===== config.mk =====
export PLATFORM = sky130hd
export DESIGN_NAME = tsk_core
export DESIGN_NICKNAME = d
export VERILOG_FILES = /design/src/include/tsk_pkg.sv /design/src/logic/tsk_apb_slave.sv /design/src/logic/tsk_core.sv
export SDC_FILE = /design/constraint.sdc
export NUM_CORES = 1
export LEC_CHECK = 0
export BUFFER_PORTS_ARGS = -buffer_cell sky130_fd_sc_hd__buf_2
export CAP_MARGIN = 5
export CORE_MARGIN = 5
export CORE_UTILIZATION = 35
export CTS_BUF_LIST = sky130_fd_sc_hd__clkbuf_16
export CTS_CLUSTER_SIZE = 24
export DETAILED_ROUTE_END_ITERATION = 8
export MAX_ROUTING_LAYER = met4
export PLACE_DENSITY = 0.59
export RECOVER_POWER = 100
export SLEW_MARGIN = 40
export SYNTH_ARGS = -nofsm -noshare
export SYNTH_HDL_FRONTEND = slang
export SYNTH_SLANG_ARGS = --single-unit

===== constraint.sdc =====
create_clock -name clock_i -period 4.7 [get_ports clock_i]
set_clock_uncertainty 0.1 [all_clocks]
set_input_delay 0.94 -clock clock_i [delete_from_list [all_inputs] [get_ports clock_i]]
set_output_delay 0.94 -clock clock_i [all_outputs]
set_load 0.01 [all_outputs]

===== src/include/tsk_pkg.sv =====
// Package: opcodes, timer field layout, reset values and carriers for the timer/skip op block
// Contract
// (RQ1) With the timer4 interrupt enable bit clear, the timer4 skip op skips the next op if the timer4 request flag is set, then clears it.
// (RQ2) With the timer4 interrupt enable bit set, the timer4 skip op does nothing at all.
// (RQ3) The serial start op clears the serial done flag and starts a serial transfer.
// (RQ4) The memory bit skip op skips the next op when bit j (0 to 3) of the nibble at the pointer is 0.
// (RQ5) Loading timer 1 writes B into the upper and A into the lower nibble of timer 1 and its reload latch.
// (RQ6) Loading timer 2 writes B into the upper and A into the lower nibble of timer 2 and its reload latch.
// (RQ7) Loading timer 3 writes B into the upper and A into the lower nibble of timer 3 and its reload latch.
// (RQ8) Loading timer 4 writes B into the upper and A into the lower nibble of timer 4 and its low reload latch.
// (RQ9) The high reload load op writes B into bits 7..4 and A into bits 3..0 of the timer4 high reload latch.
// (RQ10) The reload-to-timer4 op copies the whole low reload latch into the timer 4 count.
// (RQ11) The register move op copies B into A and leaves carry unchanged.
// (RQ12) Reading timer 1, 2 or 3 puts its upper count nibble in B and lower count nibble in A.
// (RQ13) A skipped op is fetched but has no effect on any register, flag or memory.
package tsk_pkg;
  localparam int unsigned TSK_NTIMER = 4;
  localparam int unsigned TSK_TW = 8;
  localparam int unsigned TSK_NW = 4;
  localparam int unsigned TSK_T4_IE_BIT = 1;
  localparam int unsigned TSK_HI_LSB = 4;
  localparam int unsigned TSK_LO_LSB = 0;
  localparam logic [7:0] TSK_TIMER_RST = 8'h00;
  localparam logic [3:0] TSK_NIB_RST = 4'h0;
  localparam logic [3:0] TSK_CTRL_RST = 4'h0;
  // APB map
  localparam logic [7:0] TSK_A_OP = 8'h00;
  localparam logic [7:0] TSK_A_AB = 8'h04;
  localparam logic [7:0] TSK_A_CTRL = 8'h08;
  localparam logic [7:0] TSK_A_TIMER = 8'h0c;
  localparam logic [7:0] TSK_A_RELOAD = 8'h10;
  localparam logic [7:0] TSK_A_STAT = 8'h14;
  localparam logic [7:0] TSK_A_IRQ_STAT = 8'h18;
  localparam logic [7:0] TSK_A_IRQ_CLR = 8'h1c;
  localparam logic [7:0] TSK_A_IRQ_EN = 8'h20;
  localparam logic [7:0] TSK_A_MEM = 8'h24;
  localparam int unsigned TSK_NIRQ = 4;
  localparam int unsigned TSK_IRQ_SKIP = 0;
  localparam int unsigned TSK_IRQ_SER = 1;
  localparam int unsigned TSK_IRQ_T4 = 2;
  localparam int unsigned TSK_IRQ_BADOP = 3;

  typedef enum logic [3:0] {
    TSK_OP_NOP = 4'h0,
    TSK_OP_SKIP_T4 = 4'h1,
    TSK_OP_SER_START = 4'h2,
    TSK_OP_SKIP_BIT = 4'h3,
    TSK_OP_LOAD_T1 = 4'h4,
    TSK_OP_LOAD_T2 = 4'h5,
    TSK_OP_LOAD_T3 = 4'h6,
    TSK_OP_LOAD_T4 = 4'h7,
    TSK_OP_LOAD_T4H = 4'h8,
    TSK_OP_RELOAD_T4 = 4'h9,
    TSK_OP_MOVE_BA = 4'ha,
    TSK_OP_READ_T1 = 4'hb,
    TSK_OP_READ_T2 = 4'hc,
    TSK_OP_READ_T3 = 4'hd,
    TSK_OP_SYS_RESET = 4'he
  } tsk_op_t;

  typedef struct packed {
    tsk_op_t op;
    logic [1:0] bit_sel;
  } tsk_cmd_t;

  typedef struct packed {
    logic [3:0] hi;
    logic [3:0] lo;
  } tsk_byte_t;
endpackage : tsk_pkg


===== src/logic/tsk_apb_slave.sv =====
// APB slave front end: one-wait-free handshake and the write and read strobes for the core
`timescale 1ns/1ps
module tsk_apb_slave
  import tsk_pkg::*;
(
  input wire logic clock_i,
  input wire logic rst_b_i,
  input wire logic ce_i,
  input wire logic psel_i,
  input wire logic penable_i,
  input wire logic pwrite_i,
  output logic pready_o,
  output logic wr_o,
  output logic rd_o
);
  // Ready only in the access phase of each transfer, so each one takes exactly two cycles
  always_ff @(posedge clock_i) begin
    if (!rst_b_i) begin
      pready_o <= 1'b0;
    end else if (ce_i) begin
      pready_o <= psel_i && !penable_i;
    end
  end

  always_comb begin
    wr_o = ce_i && psel_i && penable_i && pready_o && pwrite_i;
    rd_o = ce_i && psel_i && !penable_i && !pwrite_i;
  end
endmodule : tsk_apb_slave


===== src/logic/tsk_core.sv =====
// Core: executes timer load/read, skip and serial-start ops with APB-visible state
`timescale 1ns/1ps
module tsk_core
  import tsk_pkg::*;
#(
  parameter int unsigned TW = TSK_TW
)(
  input wire logic clock_i,
  input wire logic rst_b_i,
  input wire logic ce_i,
  input wire logic psel_i,
  input wire logic penable_i,
  input wire logic pwrite_i,
  input wire logic [7:0] paddr_i,
  input wire logic [31:0] pwdata_i,
  output logic [31:0] prdata_o,
  output logic pready_o,
  output logic pslverr_o,
  input wire logic t4_event_i,
  input wire logic serial_done_i,
  output logic serial_start_o,
  output logic sys_reset_o,
  output logic irq_o
);
  logic wr;
  logic rd;
  logic [3:0] acc_q;
  logic [3:0] breg_q;
  logic carry_flag_q;
  logic [3:0] second_intr_control_reg_q;
  logic timer4_request_flag_q;
  logic serial_done_flag_q;
  logic skip_pending_q;
  logic [3:0] memory_at_pointer_q;
  logic [TW-1:0] timer_q [TSK_NTIMER];
  logic [TW-1:0] reload_q [TSK_NTIMER];
  logic [TW-1:0] fourth_high_reload_latch_q;
  logic [TSK_NIRQ-1:0] irq_stat_q;
  logic [TSK_NIRQ-1:0] irq_en_q;
  logic serial_start_q;
  logic sys_reset_q;
  logic [31:0] prdata_q;
  logic pslverr_q;
  logic t4_ev_s1_q;
  logic t4_ev_s2_q;
  logic sd_s1_q;
  logic sd_s2_q;
  tsk_cmd_t cmd;
  logic issue;
  logic exec;
  logic skip_t4_hit;
  logic skip_bit_hit;
  logic bad_op;
  logic addr_ok;

  tsk_apb_slave u_apb (
    .clock_i(clock_i),
    .rst_b_i(rst_b_i),
    .ce_i(ce_i),
    .psel_i(psel_i),
    .penable_i(penable_i),
    .pwrite_i(pwrite_i),
    .pready_o(pready_o),
    .wr_o(wr),
    .rd_o(rd)
  );

  // Timer event and serial done come from other logic; treat as asynchronous
  always_ff @(posedge clock_i) begin
    if (!rst_b_i) begin
      t4_ev_s1_q <= 1'b0;
      t4_ev_s2_q <= 1'b0;
      sd_s1_q <= 1'b0;
      sd_s2_q <= 1'b0;
    end else if (ce_i) begin
      t4_ev_s1_q <= t4_event_i;
      t4_ev_s2_q <= t4_ev_s1_q;
      sd_s1_q <= serial_done_i;
      sd_s2_q <= sd_s1_q;
    end
  end

  always_comb begin
    cmd = tsk_cmd_t'(pwdata_i[5:0]);
    issue = wr && (paddr_i == TSK_A_OP);
    exec = issue && !skip_pending_q; // RQ13
    skip_t4_hit = !second_intr_control_reg_q[TSK_T4_IE_BIT] && timer4_request_flag_q; // RQ1 RQ2
    skip_bit_hit = !memory_at_pointer_q[cmd.bit_sel]; // RQ4
    bad_op = !(cmd.op inside {TSK_OP_NOP, TSK_OP_SKIP_T4, TSK_OP_SER_START, TSK_OP_SKIP_BIT,
      TSK_OP_LOAD_T1, TSK_OP_LOAD_T2, TSK_OP_LOAD_T3, TSK_OP_LOAD_T4, TSK_OP_LOAD_T4H,
      TSK_OP_RELOAD_T4, TSK_OP_MOVE_BA, TSK_OP_READ_T1, TSK_OP_READ_T2, TSK_OP_READ_T3,
      TSK_OP_SYS_RESET});
    addr_ok = (paddr_i <= TSK_A_MEM) && (paddr_i[1:0] == 2'b00);
  end

  // A skip swallows exactly the next issued op, whatever it is
  always_ff @(posedge clock_i) begin
    if (!rst_b_i) begin
      skip_pending_q <= 1'b0;
    end else if (ce_i && issue) begin
      if (skip_pending_q) begin
        skip_pending_q <= 1'b0; // RQ13
      end else if (cmd.op == TSK_OP_SKIP_T4) begin
        skip_pending_q <= skip_t4_hit; // RQ1 RQ2
      end else if (cmd.op == TSK_OP_SKIP_BIT) begin
        skip_pending_q <= skip_bit_hit; // RQ4
      end else begin
        skip_pending_q <= 1'b0;
      end
    end
  end

  // Accumulator, B and carry
  always_ff @(posedge clock_i) begin
    if (!rst_b_i) begin
      acc_q <= TSK_NIB_RST;
      breg_q <= TSK_NIB_RST;
      carry_flag_q <= 1'b0;
    end else if (ce_i) begin
      if (wr && paddr_i == TSK_A_AB) begin
        acc_q <= pwdata_i[3:0];
        breg_q <= pwdata_i[7:4];
        carry_flag_q <= pwdata_i[8];
      end else if (exec) begin
        case (cmd.op)
          TSK_OP_MOVE_BA: begin
            acc_q <= breg_q; // RQ11
          end
          TSK_OP_READ_T1: begin
            breg_q <= timer_q[0][TSK_HI_LSB +: TSK_NW]; // RQ12
            acc_q <= timer_q[0][TSK_LO_LSB +: TSK_NW];
          end
          TSK_OP_READ_T2: begin
            breg_q <= timer_q[1][TSK_HI_LSB +: TSK_NW]; // RQ12
            acc_q <= timer_q[1][TSK_LO_LSB +: TSK_NW];
          end
          TSK_OP_READ_T3: begin
            breg_q <= timer_q[2][TSK_HI_LSB +: TSK_NW]; // RQ12
            acc_q <= timer_q[2][TSK_LO_LSB +: TSK_NW];
          end
          default: begin
          end
        endcase
      end
    end
  end

  always_ff @(posedge clock_i) begin
    if (!rst_b_i) begin
      second_intr_control_reg_q <= TSK_CTRL_RST;
      memory_at_pointer_q <= TSK_NIB_RST;
    end else if (ce_i && wr) begin
      if (paddr_i == TSK_A_CTRL) begin
        second_intr_control_reg_q <= pwdata_i[3:0];
      end else if (paddr_i == TSK_A_MEM) begin
        memory_at_pointer_q <= pwdata_i[3:0];
      end
    end
  end

  // Timers and reload latches; load ops write count and latch together
  genvar gi;
  generate
    for (gi = 0; gi < TSK_NTIMER; gi++) begin : g_tmr
      always_ff @(posedge clock_i) begin
        if (!rst_b_i) begin
          timer_q[gi] <= TW'(TSK_TIMER_RST);
          reload_q[gi] <= TW'(TSK_TIMER_RST);
        end else if (ce_i) begin
          if (exec && cmd.op == tsk_op_t'(4'(TSK_OP_LOAD_T1) + 4'(gi))) begin
            timer_q[gi] <= TW'({breg_q, acc_q}); // RQ5 RQ6 RQ7 RQ8
            reload_q[gi] <= TW'({breg_q, acc_q}); // RQ5 RQ6 RQ7 RQ8
          end else if (gi == TSK_NTIMER - 1 && exec && cmd.op == TSK_OP_RELOAD_T4) begin
            timer_q[gi] <= reload_q[gi]; // RQ10
          end else if (wr && paddr_i == TSK_A_TIMER && pwdata_i[9:8] == 2'(gi)) begin
            timer_q[gi] <= TW'(pwdata_i[7:0]);
          end
        end
      end
    end
  endgenerate

  always_ff @(posedge clock_i) begin
    if (!rst_b_i) begin
      fourth_high_reload_latch_q <= TW'(TSK_TIMER_RST);
    end else if (ce_i && exec && cmd.op == TSK_OP_LOAD_T4H) begin
      fourth_high_reload_latch_q <= TW'({breg_q, acc_q}); // RQ9
    end
  end

  // Request and done flags: a new event beats a clear in the same cycle
  always_ff @(posedge clock_i) begin
    if (!rst_b_i) begin
      timer4_request_flag_q <= 1'b0;
      serial_done_flag_q <= 1'b0;
    end else if (ce_i) begin
      if (t4_ev_s2_q) begin
        timer4_request_flag_q <= 1'b1;
      end else if (exec && cmd.op == TSK_OP_SKIP_T4 && skip_t4_hit) begin
        timer4_request_flag_q <= 1'b0; // RQ1
      end
      if (sd_s2_q) begin
        serial_done_flag_q <= 1'b1;
      end else if (exec && cmd.op == TSK_OP_SER_START) begin
        serial_done_flag_q <= 1'b0; // RQ3
      end
    end
  end

  always_ff @(posedge clock_i) begin
    if (!rst_b_i) begin
      serial_start_q <= 1'b0;
      sys_reset_q <= 1'b0;
    end else if (ce_i) begin
      serial_start_q <= exec && cmd.op == TSK_OP_SER_START; // RQ3
      sys_reset_q <= exec && cmd.op == TSK_OP_SYS_RESET;
    end
  end

  // Interrupt status: sticky, write-one-to-clear, set wins
  logic [TSK_NIRQ-1:0] irq_set;
  always_comb begin
    irq_set = '0;
    irq_set[TSK_IRQ_SKIP] = exec && ((cmd.op == TSK_OP_SKIP_T4 && skip_t4_hit)
      || (cmd.op == TSK_OP_SKIP_BIT && skip_bit_hit));
    irq_set[TSK_IRQ_SER] = sd_s2_q;
    irq_set[TSK_IRQ_T4] = t4_ev_s2_q;
    irq_set[TSK_IRQ_BADOP] = exec && bad_op; // RQ13
  end

  always_ff @(posedge clock_i) begin
    if (!rst_b_i) begin
      irq_stat_q <= '0;
      irq_en_q <= '0;
      irq_o <= 1'b0;
    end else if (ce_i) begin
      if (wr && paddr_i == TSK_A_IRQ_CLR) begin
        irq_stat_q <= (irq_stat_q & ~pwdata_i[TSK_NIRQ-1:0]) | irq_set;
      end else begin
        irq_stat_q <= irq_stat_q | irq_set;
      end
      if (wr && paddr_i == TSK_A_IRQ_EN) begin
        irq_en_q <= pwdata_i[TSK_NIRQ-1:0];
      end
      irq_o <= |(irq_stat_q & irq_en_q);
    end
  end

  // Read data registered at setup; unmapped addresses answer with an error
  always_ff @(posedge clock_i) begin
    if (!rst_b_i) begin
      prdata_q <= 32'h0000_0000;
      pslverr_q <= 1'b0;
    end else if (ce_i && psel_i && !penable_i) begin
      pslverr_q <= !addr_ok;
      if (rd) begin
        if (paddr_i == TSK_A_AB) begin
          prdata_q <= {23'h0, carry_flag_q, breg_q, acc_q};
        end else if (paddr_i == TSK_A_CTRL) begin
          prdata_q <= {28'h0, second_intr_control_reg_q};
        end else if (paddr_i == TSK_A_TIMER) begin
          prdata_q <= {timer_q[3], timer_q[2], timer_q[1], timer_q[0]};
        end else if (paddr_i == TSK_A_RELOAD) begin
          prdata_q <= {fourth_high_reload_latch_q, reload_q[3], reload_q[1], reload_q[0]};
        end else if (paddr_i == TSK_A_STAT) begin
          prdata_q <= {reload_q[2], 21'h0, skip_pending_q, serial_done_flag_q,
            timer4_request_flag_q};
        end else if (paddr_i == TSK_A_IRQ_STAT) begin
          prdata_q <= {28'h0, irq_stat_q};
        end else if (paddr_i == TSK_A_IRQ_EN) begin
          prdata_q <= {28'h0, irq_en_q};
        end else if (paddr_i == TSK_A_MEM) begin
          prdata_q <= {28'h0, memory_at_pointer_q};
        end else begin
          prdata_q <= 32'h0000_0000;
        end
      end else begin
        prdata_q <= 32'h0000_0000;
      end
    end
  end

  always_comb begin
    prdata_o = prdata_q;
    pslverr_o = pslverr_q;
    serial_start_o = serial_start_q;
    sys_reset_o = sys_reset_q;
  end
endmodule : tsk_core


==> results.md, run 1 <==
- Status: complete, but fails checks
- Failing checks: capacitance limit, slew limit
- Final ANT Viol Nets: 0
- RSZ-0062 raised after global routing: no
- Share of the yosys chip area belonging to registers: about half
- P&R area growth vs syn: 13.4%
- Top post-synthesis cells by area: edfxtp_1 29%, dfxtp_1 23%, mux2i_1 4.0%
- Min Clock Period, post-route: around 3.7 ns
- Critical path startpoint category: primary input
- Die Width: 149 um
- Area of the mapped netlist: roughly 0.0067 sq mm
- Largest net degree at the start of global routing: about 60
- Core Box Area: 0.0188 sq mm
- Commonest non-fill, non-tap cell in the layout: dfxtp_1
- Routed via count: around 5300
- CP Capture Type: register
- GRT Resource Usage Total: a little under a fifth
- Vias in the first global route: about 5300
- Max Fclk: 268 MHz
- Port Buffer Count: 62
- Final GP Congestion: ~0.93
- Post-Place Cell Area: 0.00714 sq mm
- DP HPWL: roughly 14000 um
- Clk sinks: approximately 140
- Synth top area share: between 20 and 30%
- Detailed Route Iter0 Violations: 561
- Commonest cells after routing, fill and taps aside: 77 x dfxtp_1, 64 x edfxtp_1, 54 x nor2_1
- Slew HR: -85.0%
- Clk Latency, worst-skew pair: roughly 0.43 ns
- Avg WL per Cell: about 21 um
- Area leader, netlist: edfxtp_1
- Top-level I/O count: between 80 and 90
- Pins over their slew limit: between 50 and 60
- Remaining DRCs: 0
- Post-synth EDFFs: 64
- # rows: 50
- CP required: roughly 4.7 ns
- Post-CTS setup buffers: 0
- Post-CTS sizing: 0
- Worst VDD drop: 0.206 mV
- Count of cell types in the netlist: 62
- Clock buffer depth: 2
- Arrival time worst endpoint: 3.72 ns
- Crit Path Max Fanout: 16
- GRT overflow: 0
- Asr flop ratio synth: 0%
- Fin nets: around 720
- Max-cap violations: 1
- Root buffer cell: clkbuf_16
- Final setup margin: between 0.9 and 1 ns
- Worst slack, placed: roughly 1.1 ns
- Final cycle utilization of the critical path: roughly four fifths
- #FFs+latches synth: 141
- Initial antenna violation count: 1
- Min-delay worst type: reg -> reg
- Drt total wl: roughly 19000 um
- Setup CP Type: in -> reg
- CTS tree: built
- Least-Margin Pin Slew: between 2 and 3 ns
- Cell Pwr Density: 363 mW/mm^2
- TritonCTS buffer count: 17
- Ys Warns: 0
- Post-Synthesis Cells: approximately 640
- Power consumption: ~2.8 mW
- Layout cells sized above 1: between 10 and 15%
- Post-synth top flop: dfxtp_1
- Worst-path clk slew: 0.06 ns
- Initial core utilization: between 30% and 40%
- Post-CTS Hold Buffers: 0
- Die area: 0.0221 sq mm
- Die Ht: 149 um
- CTS HTree Levels: 4
- Final setup viols: 0
- Final Cell Area: approximately 0.0076 sq mm
- Setup_tns: 0 ns
- First-pass GRT wire length: between 30000 and 40000 um
- Final hold violations: 0
- Drt pass-1 iters: 8
- Mapped Nets: approximately 700
- Leak: between 2 and 3 nW
- Layout Utilization: between 40% and 50%
- Post-Syn Area per Cell: about 11 sq um
- Vias/cell: a little under 6
[logic make-up after synthesis]
logic type | Yosys count | synth area share, %
AND/OR/NAND/NOR | 201 | 17.5
buffers and inverters | 72 | 4.83
flip-flops | 141 | 51.6
AO/OA/AOI/OAI | 196 | 21.6
multiplexers | 28 | 4.36
XOR/XNOR | 1 | 0.130
[state kept, by name (all words and copies together) (netlist names), 4 cells and up]
name,cells
breg_q,4
memory_at_pointer_q,4
reload_q,32
timer_q,32
acc_q,4
second_intr_control_reg_q,4
irq_stat_q,4
irq_en_q,4
prdata_o,32
fourth_high_reload_latch_q,8
[where the power goes]
group	total (mW)	switching (mW)	internal, mW
logic	0.135	0.0992	0.0355
registers	1.31	0.0123	1.30
clock network	1.32	0.551	0.767
[synthesized netlist by cell type (12+ instances only)]
| cell type | number |
|---|---|
| dfxtp_1 | 77 |
| edfxtp_1 | 64 |
| nor2_1 | 54 |
| nand2_1 | 38 |
| clkbuf_1 | 33 |
| o21ai_0 | 31 |
| a2bb2oi_1 | 28 |
| and2_1 | 27 |
| mux2i_1 | 27 |
| a21oi_1 | 22 |
| a22o_1 | 20 |
| nand3_1 | 19 |
| a22oi_1 | 17 |
| inv_1 | 15 |
| a222oi_1 | 13 |
| buf_2 | 13 |
| a221o_1 | 12 |
[metal layers]
layer / track usage, % / vias up / routed length [um]
li1: - / 2515 / -
met1: 23.3 / 2612 / 8400
met2: 29.6 / 187 / 9310
met3: 3.23 / 31 / 1130
met4: 7.44 / 0 / 490
met5: - / - / 0
[worst paths after layout]
kind                            cells after the start                           from                       endpoint  slack (ns)
worst max register to register                      6                 u_apb.pready_o                  timer_q[3][1]        1.75
worst min register to register                      2  fourth_high_reload_latch_q[4]  fourth_high_reload_latch_q[4]        0.36
worst max-delay path                                7                           ce_i                  timer_q[3][1]        0.98
worst min-delay path                                2  fourth_high_reload_latch_q[4]  fourth_high_reload_latch_q[4]        0.36
[metrics by stage]
step           hold WS [ns]  std cells
2_1_floorplan         0.328        639
4_1_cts               0.352        922
3_3_place_gp          0.337        890
6_report              0.358        923
5_1_grt               0.377        923
3_5_place_dp          0.342        890
[layout make-up]
class,instances,area (sq um)
Clock inverter,14,129
Timing Repair Buffer,74,329
Antenna cell,1,2.50
Multi-Input combinational cell,426,2890
Tap cell,234,293
Clock buffer,18,450
Inverter,15,56.3
Fill cell,1881,11200
Sequential cell,141,3460
[critical path: stages]
cell and delay [ns]:
clkbuf_1 0.49, and4_1 0.42, and4_1 0.30, nand2_1 0.35, nor4b_1 0.43, clkbuf_1 0.39, or3_1 0.40
Power figures use the tool's default switching activity.
==> run 2: changes to the inputs <==
Settings changed: ABC_AREA set to 1, PLACE_DENSITY 0.59 to 0.61.
Clock period 4.7 ns to 3.07 ns, I/O delays scaled along.
==> run 2 against run 1 <==
  * Largest cell class unchanged
  * Flip-flop and latch count unchanged
  * Register-to-register slack got worse by 1.2 ns
  * Worst hold slack got worse by 0.048 ns
  * The flow now finishes without violations
  * Cell count increased by 20%
==> results.md, run 2 <==
- GRT Resource Usage Total: between 10% and 20%
- Ys Warns: 0
- Setup_tns: 0 ns
- Detailed Route Iter0 Violations: 564
- Vias in the first global route: around 5400
- CTS HTree Levels: 4
- CP Capture Type: register
- Post-CTS sizing: 0
- TritonCTS buffer count: 17
- CP max-delay cell: nor2_1
- Area of the mapped netlist: ~0.0065 sq mm
- Hold Startpoint: t4_event_i
- Power consumption: about 4.3 mW
- Pins over their slew limit: 0
- FF-to-FF End: timer_q[3][7]
- # rows: a little under 50
- Post-synth EDFFs: between 60 and 70
- Most frequent CP cell: nand3_1
- Asr flop ratio synth: 0%
- Final cycle utilization of the critical path: between 80% and 90%
- Min-delay worst type: in -> reg
- CTS tree: built
- Synth top area share: 29.8%
- Layout cells sized above 1: under 10%
- Drt pass-1 iters: 5
- Worst R2R Setup Slack: around 0.55 ns
- #FFs+latches synth: between 100 and 150
- Commonest non-fill, non-tap cell in the layout: nand2_1
- Least-Margin Pin Slew: 0.963 ns
- Placed instance count: 1077
- Post-Place Cell Area: 0.00708 sq mm
- Worst-path clk slew: 0.06 ns
- Initial antenna violation count: 0
- Final GP Congestion: approximately 0.96
- Hold Path Depth: 3
- Port Buffer Count: between 60 and 70
- Arrival time worst endpoint: approximately 2.5 ns
- Clock buffer depth: 2
- Post-Synthesis Cells: 798
- Worst Hold Slack: slightly above 0.3 ns
- Crit path cell chain: nand3_1, nor2_1, inv_1, nor4_2, nand3_1, nand4_1
- DP HPWL: 13400 um
- Fin nets: ~920
- Commonest cells post-synth: 166 x nand2_1, 101 x nor2_1, 88 x inv_1, 77 x a21oi_1, 77 x dfxtp_1
- Post-synth top flop: dfxtp_1
- First-pass GRT wire length: 29900 um
- Core Box Area: approximately 0.018 sq mm
- Drt total wl: approximately 19000 um
- Avg WL per Cell: between 15 and 20 um
- Mapped Nets: around 850
- P&R area growth vs syn: 17.6%
- Count of cell types in the netlist: 30
- Final setup viols: 0
- RSZ-0062 raised after global routing: no
- Vias/cell: 5.20
- CP required: roughly 3.0 ns
- GRT overflow: 0
- Min Clock Period, post-route: around 2.5 ns
- Remaining DRCs: 0
- Setup CP Type: reg -> reg
- Worst VDD drop: between 0.3 and 0.4 mV
- Die Width: 146 um
- Status: finished clean
- Root buffer cell: clkbuf_16
- Top-level I/O count: 85
- Leak: between 2 and 3 nW
- Post-CTS Hold Buffers: 0
- Largest net degree at the start of global routing: around 50
- Final cell count without fillers: ~1100
- Share of the yosys chip area belonging to registers: 53.6%
- Critical path startpoint category: register
- Worst R2R Path Depth: 6
- Routed via count: around 5800
- Slew HR: 35.8%
- Cell Pwr Density: ~570 mW/mm^2
- Crit Path Max Fanout: 8
- Hold EP: t4_ev_s1_q
- Initial core utilization: between 30% and 40%
- Die area: ~0.021 sq mm
- Clk Latency, worst-skew pair: ~0.43 ns
- Commonest cells after routing, fill and taps aside: 166 x nand2_1, 103 x nor2_1, 89 x inv_1
- Largest stage delay, worst path: 0.45 ns
- Clk sinks: 141
- Post-Syn Area per Cell: ~8.1 sq um
- Worst flop-to-flop path startpoint: u_apb.pready_o
- Max-cap violations: 0
- ANT cells: 0
- Final hold violations: 0
- Area leader, netlist: edfxtp_1
- Max Fclk: approximately 400 MHz
- Top-count cell post-synth: nand2_1
- Post-CTS setup buffers: 0
- Final Cell Area: between 0.007 and 0.008 sq mm
- Final ANT Viol Nets: 0
- Die Ht: between 100 and 150 um
- Top post-synthesis cells by area: edfxtp_1 30%, dfxtp_1 24%, nand2_1 9.6%
[run 2: cell count changes after synthesis, moves of 17 or more]
cell and delta:
o21ai_0 +30, nor2_1 +47, a22o_1 -18, and2_1 -27, a2bb2oi_1 -28, o22ai_1 +28, nand3_1 +20, inv_1 +73
a21oi_1 +55, nand2_1 +128, a22oi_1 -17, mux2i_1 -27
[run 2: worst max path at each step]
stage | startpoint | to | slack [ns]
after floorplan | psel_i | timer_q[3][0] | 0.72
after global placement | pwrite_i | timer_q[3][1] | 0.40
after detailed placement | pwrite_i | timer_q[3][1] | 0.35
after CTS | u_apb.pready_o | timer_q[3][7] | 0.73
after global routing | u_apb.pready_o | timer_q[3][7] | 0.37
final | u_apb.pready_o | timer_q[3][7] | 0.55
[run 2: routing by layer]
metal / part of all wire, % / routed length (um) / GRT usage [%] / vias up
met5: 0 / 0 / - / -
met4: 3.3 / 632 / 8.07 / 0
met3: 6.8 / 1320 / 3.18 / 45
met2: 44 / 8570 / 27.3 / 213
met1: 46 / 8830 / 25.0 / 2664
li1: - / - / - / 2843
[run 2: power breakdown]
part	internal [mW]	switching, mW
clock	1.26	0.861
sequential	2.00	0.0141
combinational	0.0411	0.139
total	3.29	1.01
[run 2: through the flow]
step / util, % / setup slack [ns]
CTS: 42.5 / 0.731
detailed placement: 39.1 / 0.353
finish: 42.0 / 0.555
global placement: 39.1 / 0.403
floorplan: - / 0.716
global route: 42.0 / 0.366
[run 2: cells by family (layout without fill, tap and decap cells)]
logic type / after synthesis / after routing / synth area share (%)
AO/OA/AOI/OAI: 206 / 206 / 17.8
buffers and inverters: 125 / 207 / 7.40
AND/OR/NAND/NOR: 326 / 326 / 21.2
flip-flops: 141 / 141 / 53.6
[run 2: worst max-delay path: cells and delay by family, from the launching register on]
kind                   cells  cell delay (ns)
flip-flops                 1             0.35
AND/OR/NAND/NOR            5             1.51
buffers and inverters      1             0.20
[run 2: final cells by class]
class                      count  area [sq um]
multi-input combinational    532          2510
timing repair buffer          82           382
clock inverter                14           156
sequential                   141          3460
inverter                      93           349
clock buffer                  18           450
fill                        1845         10500
tap                          229           287
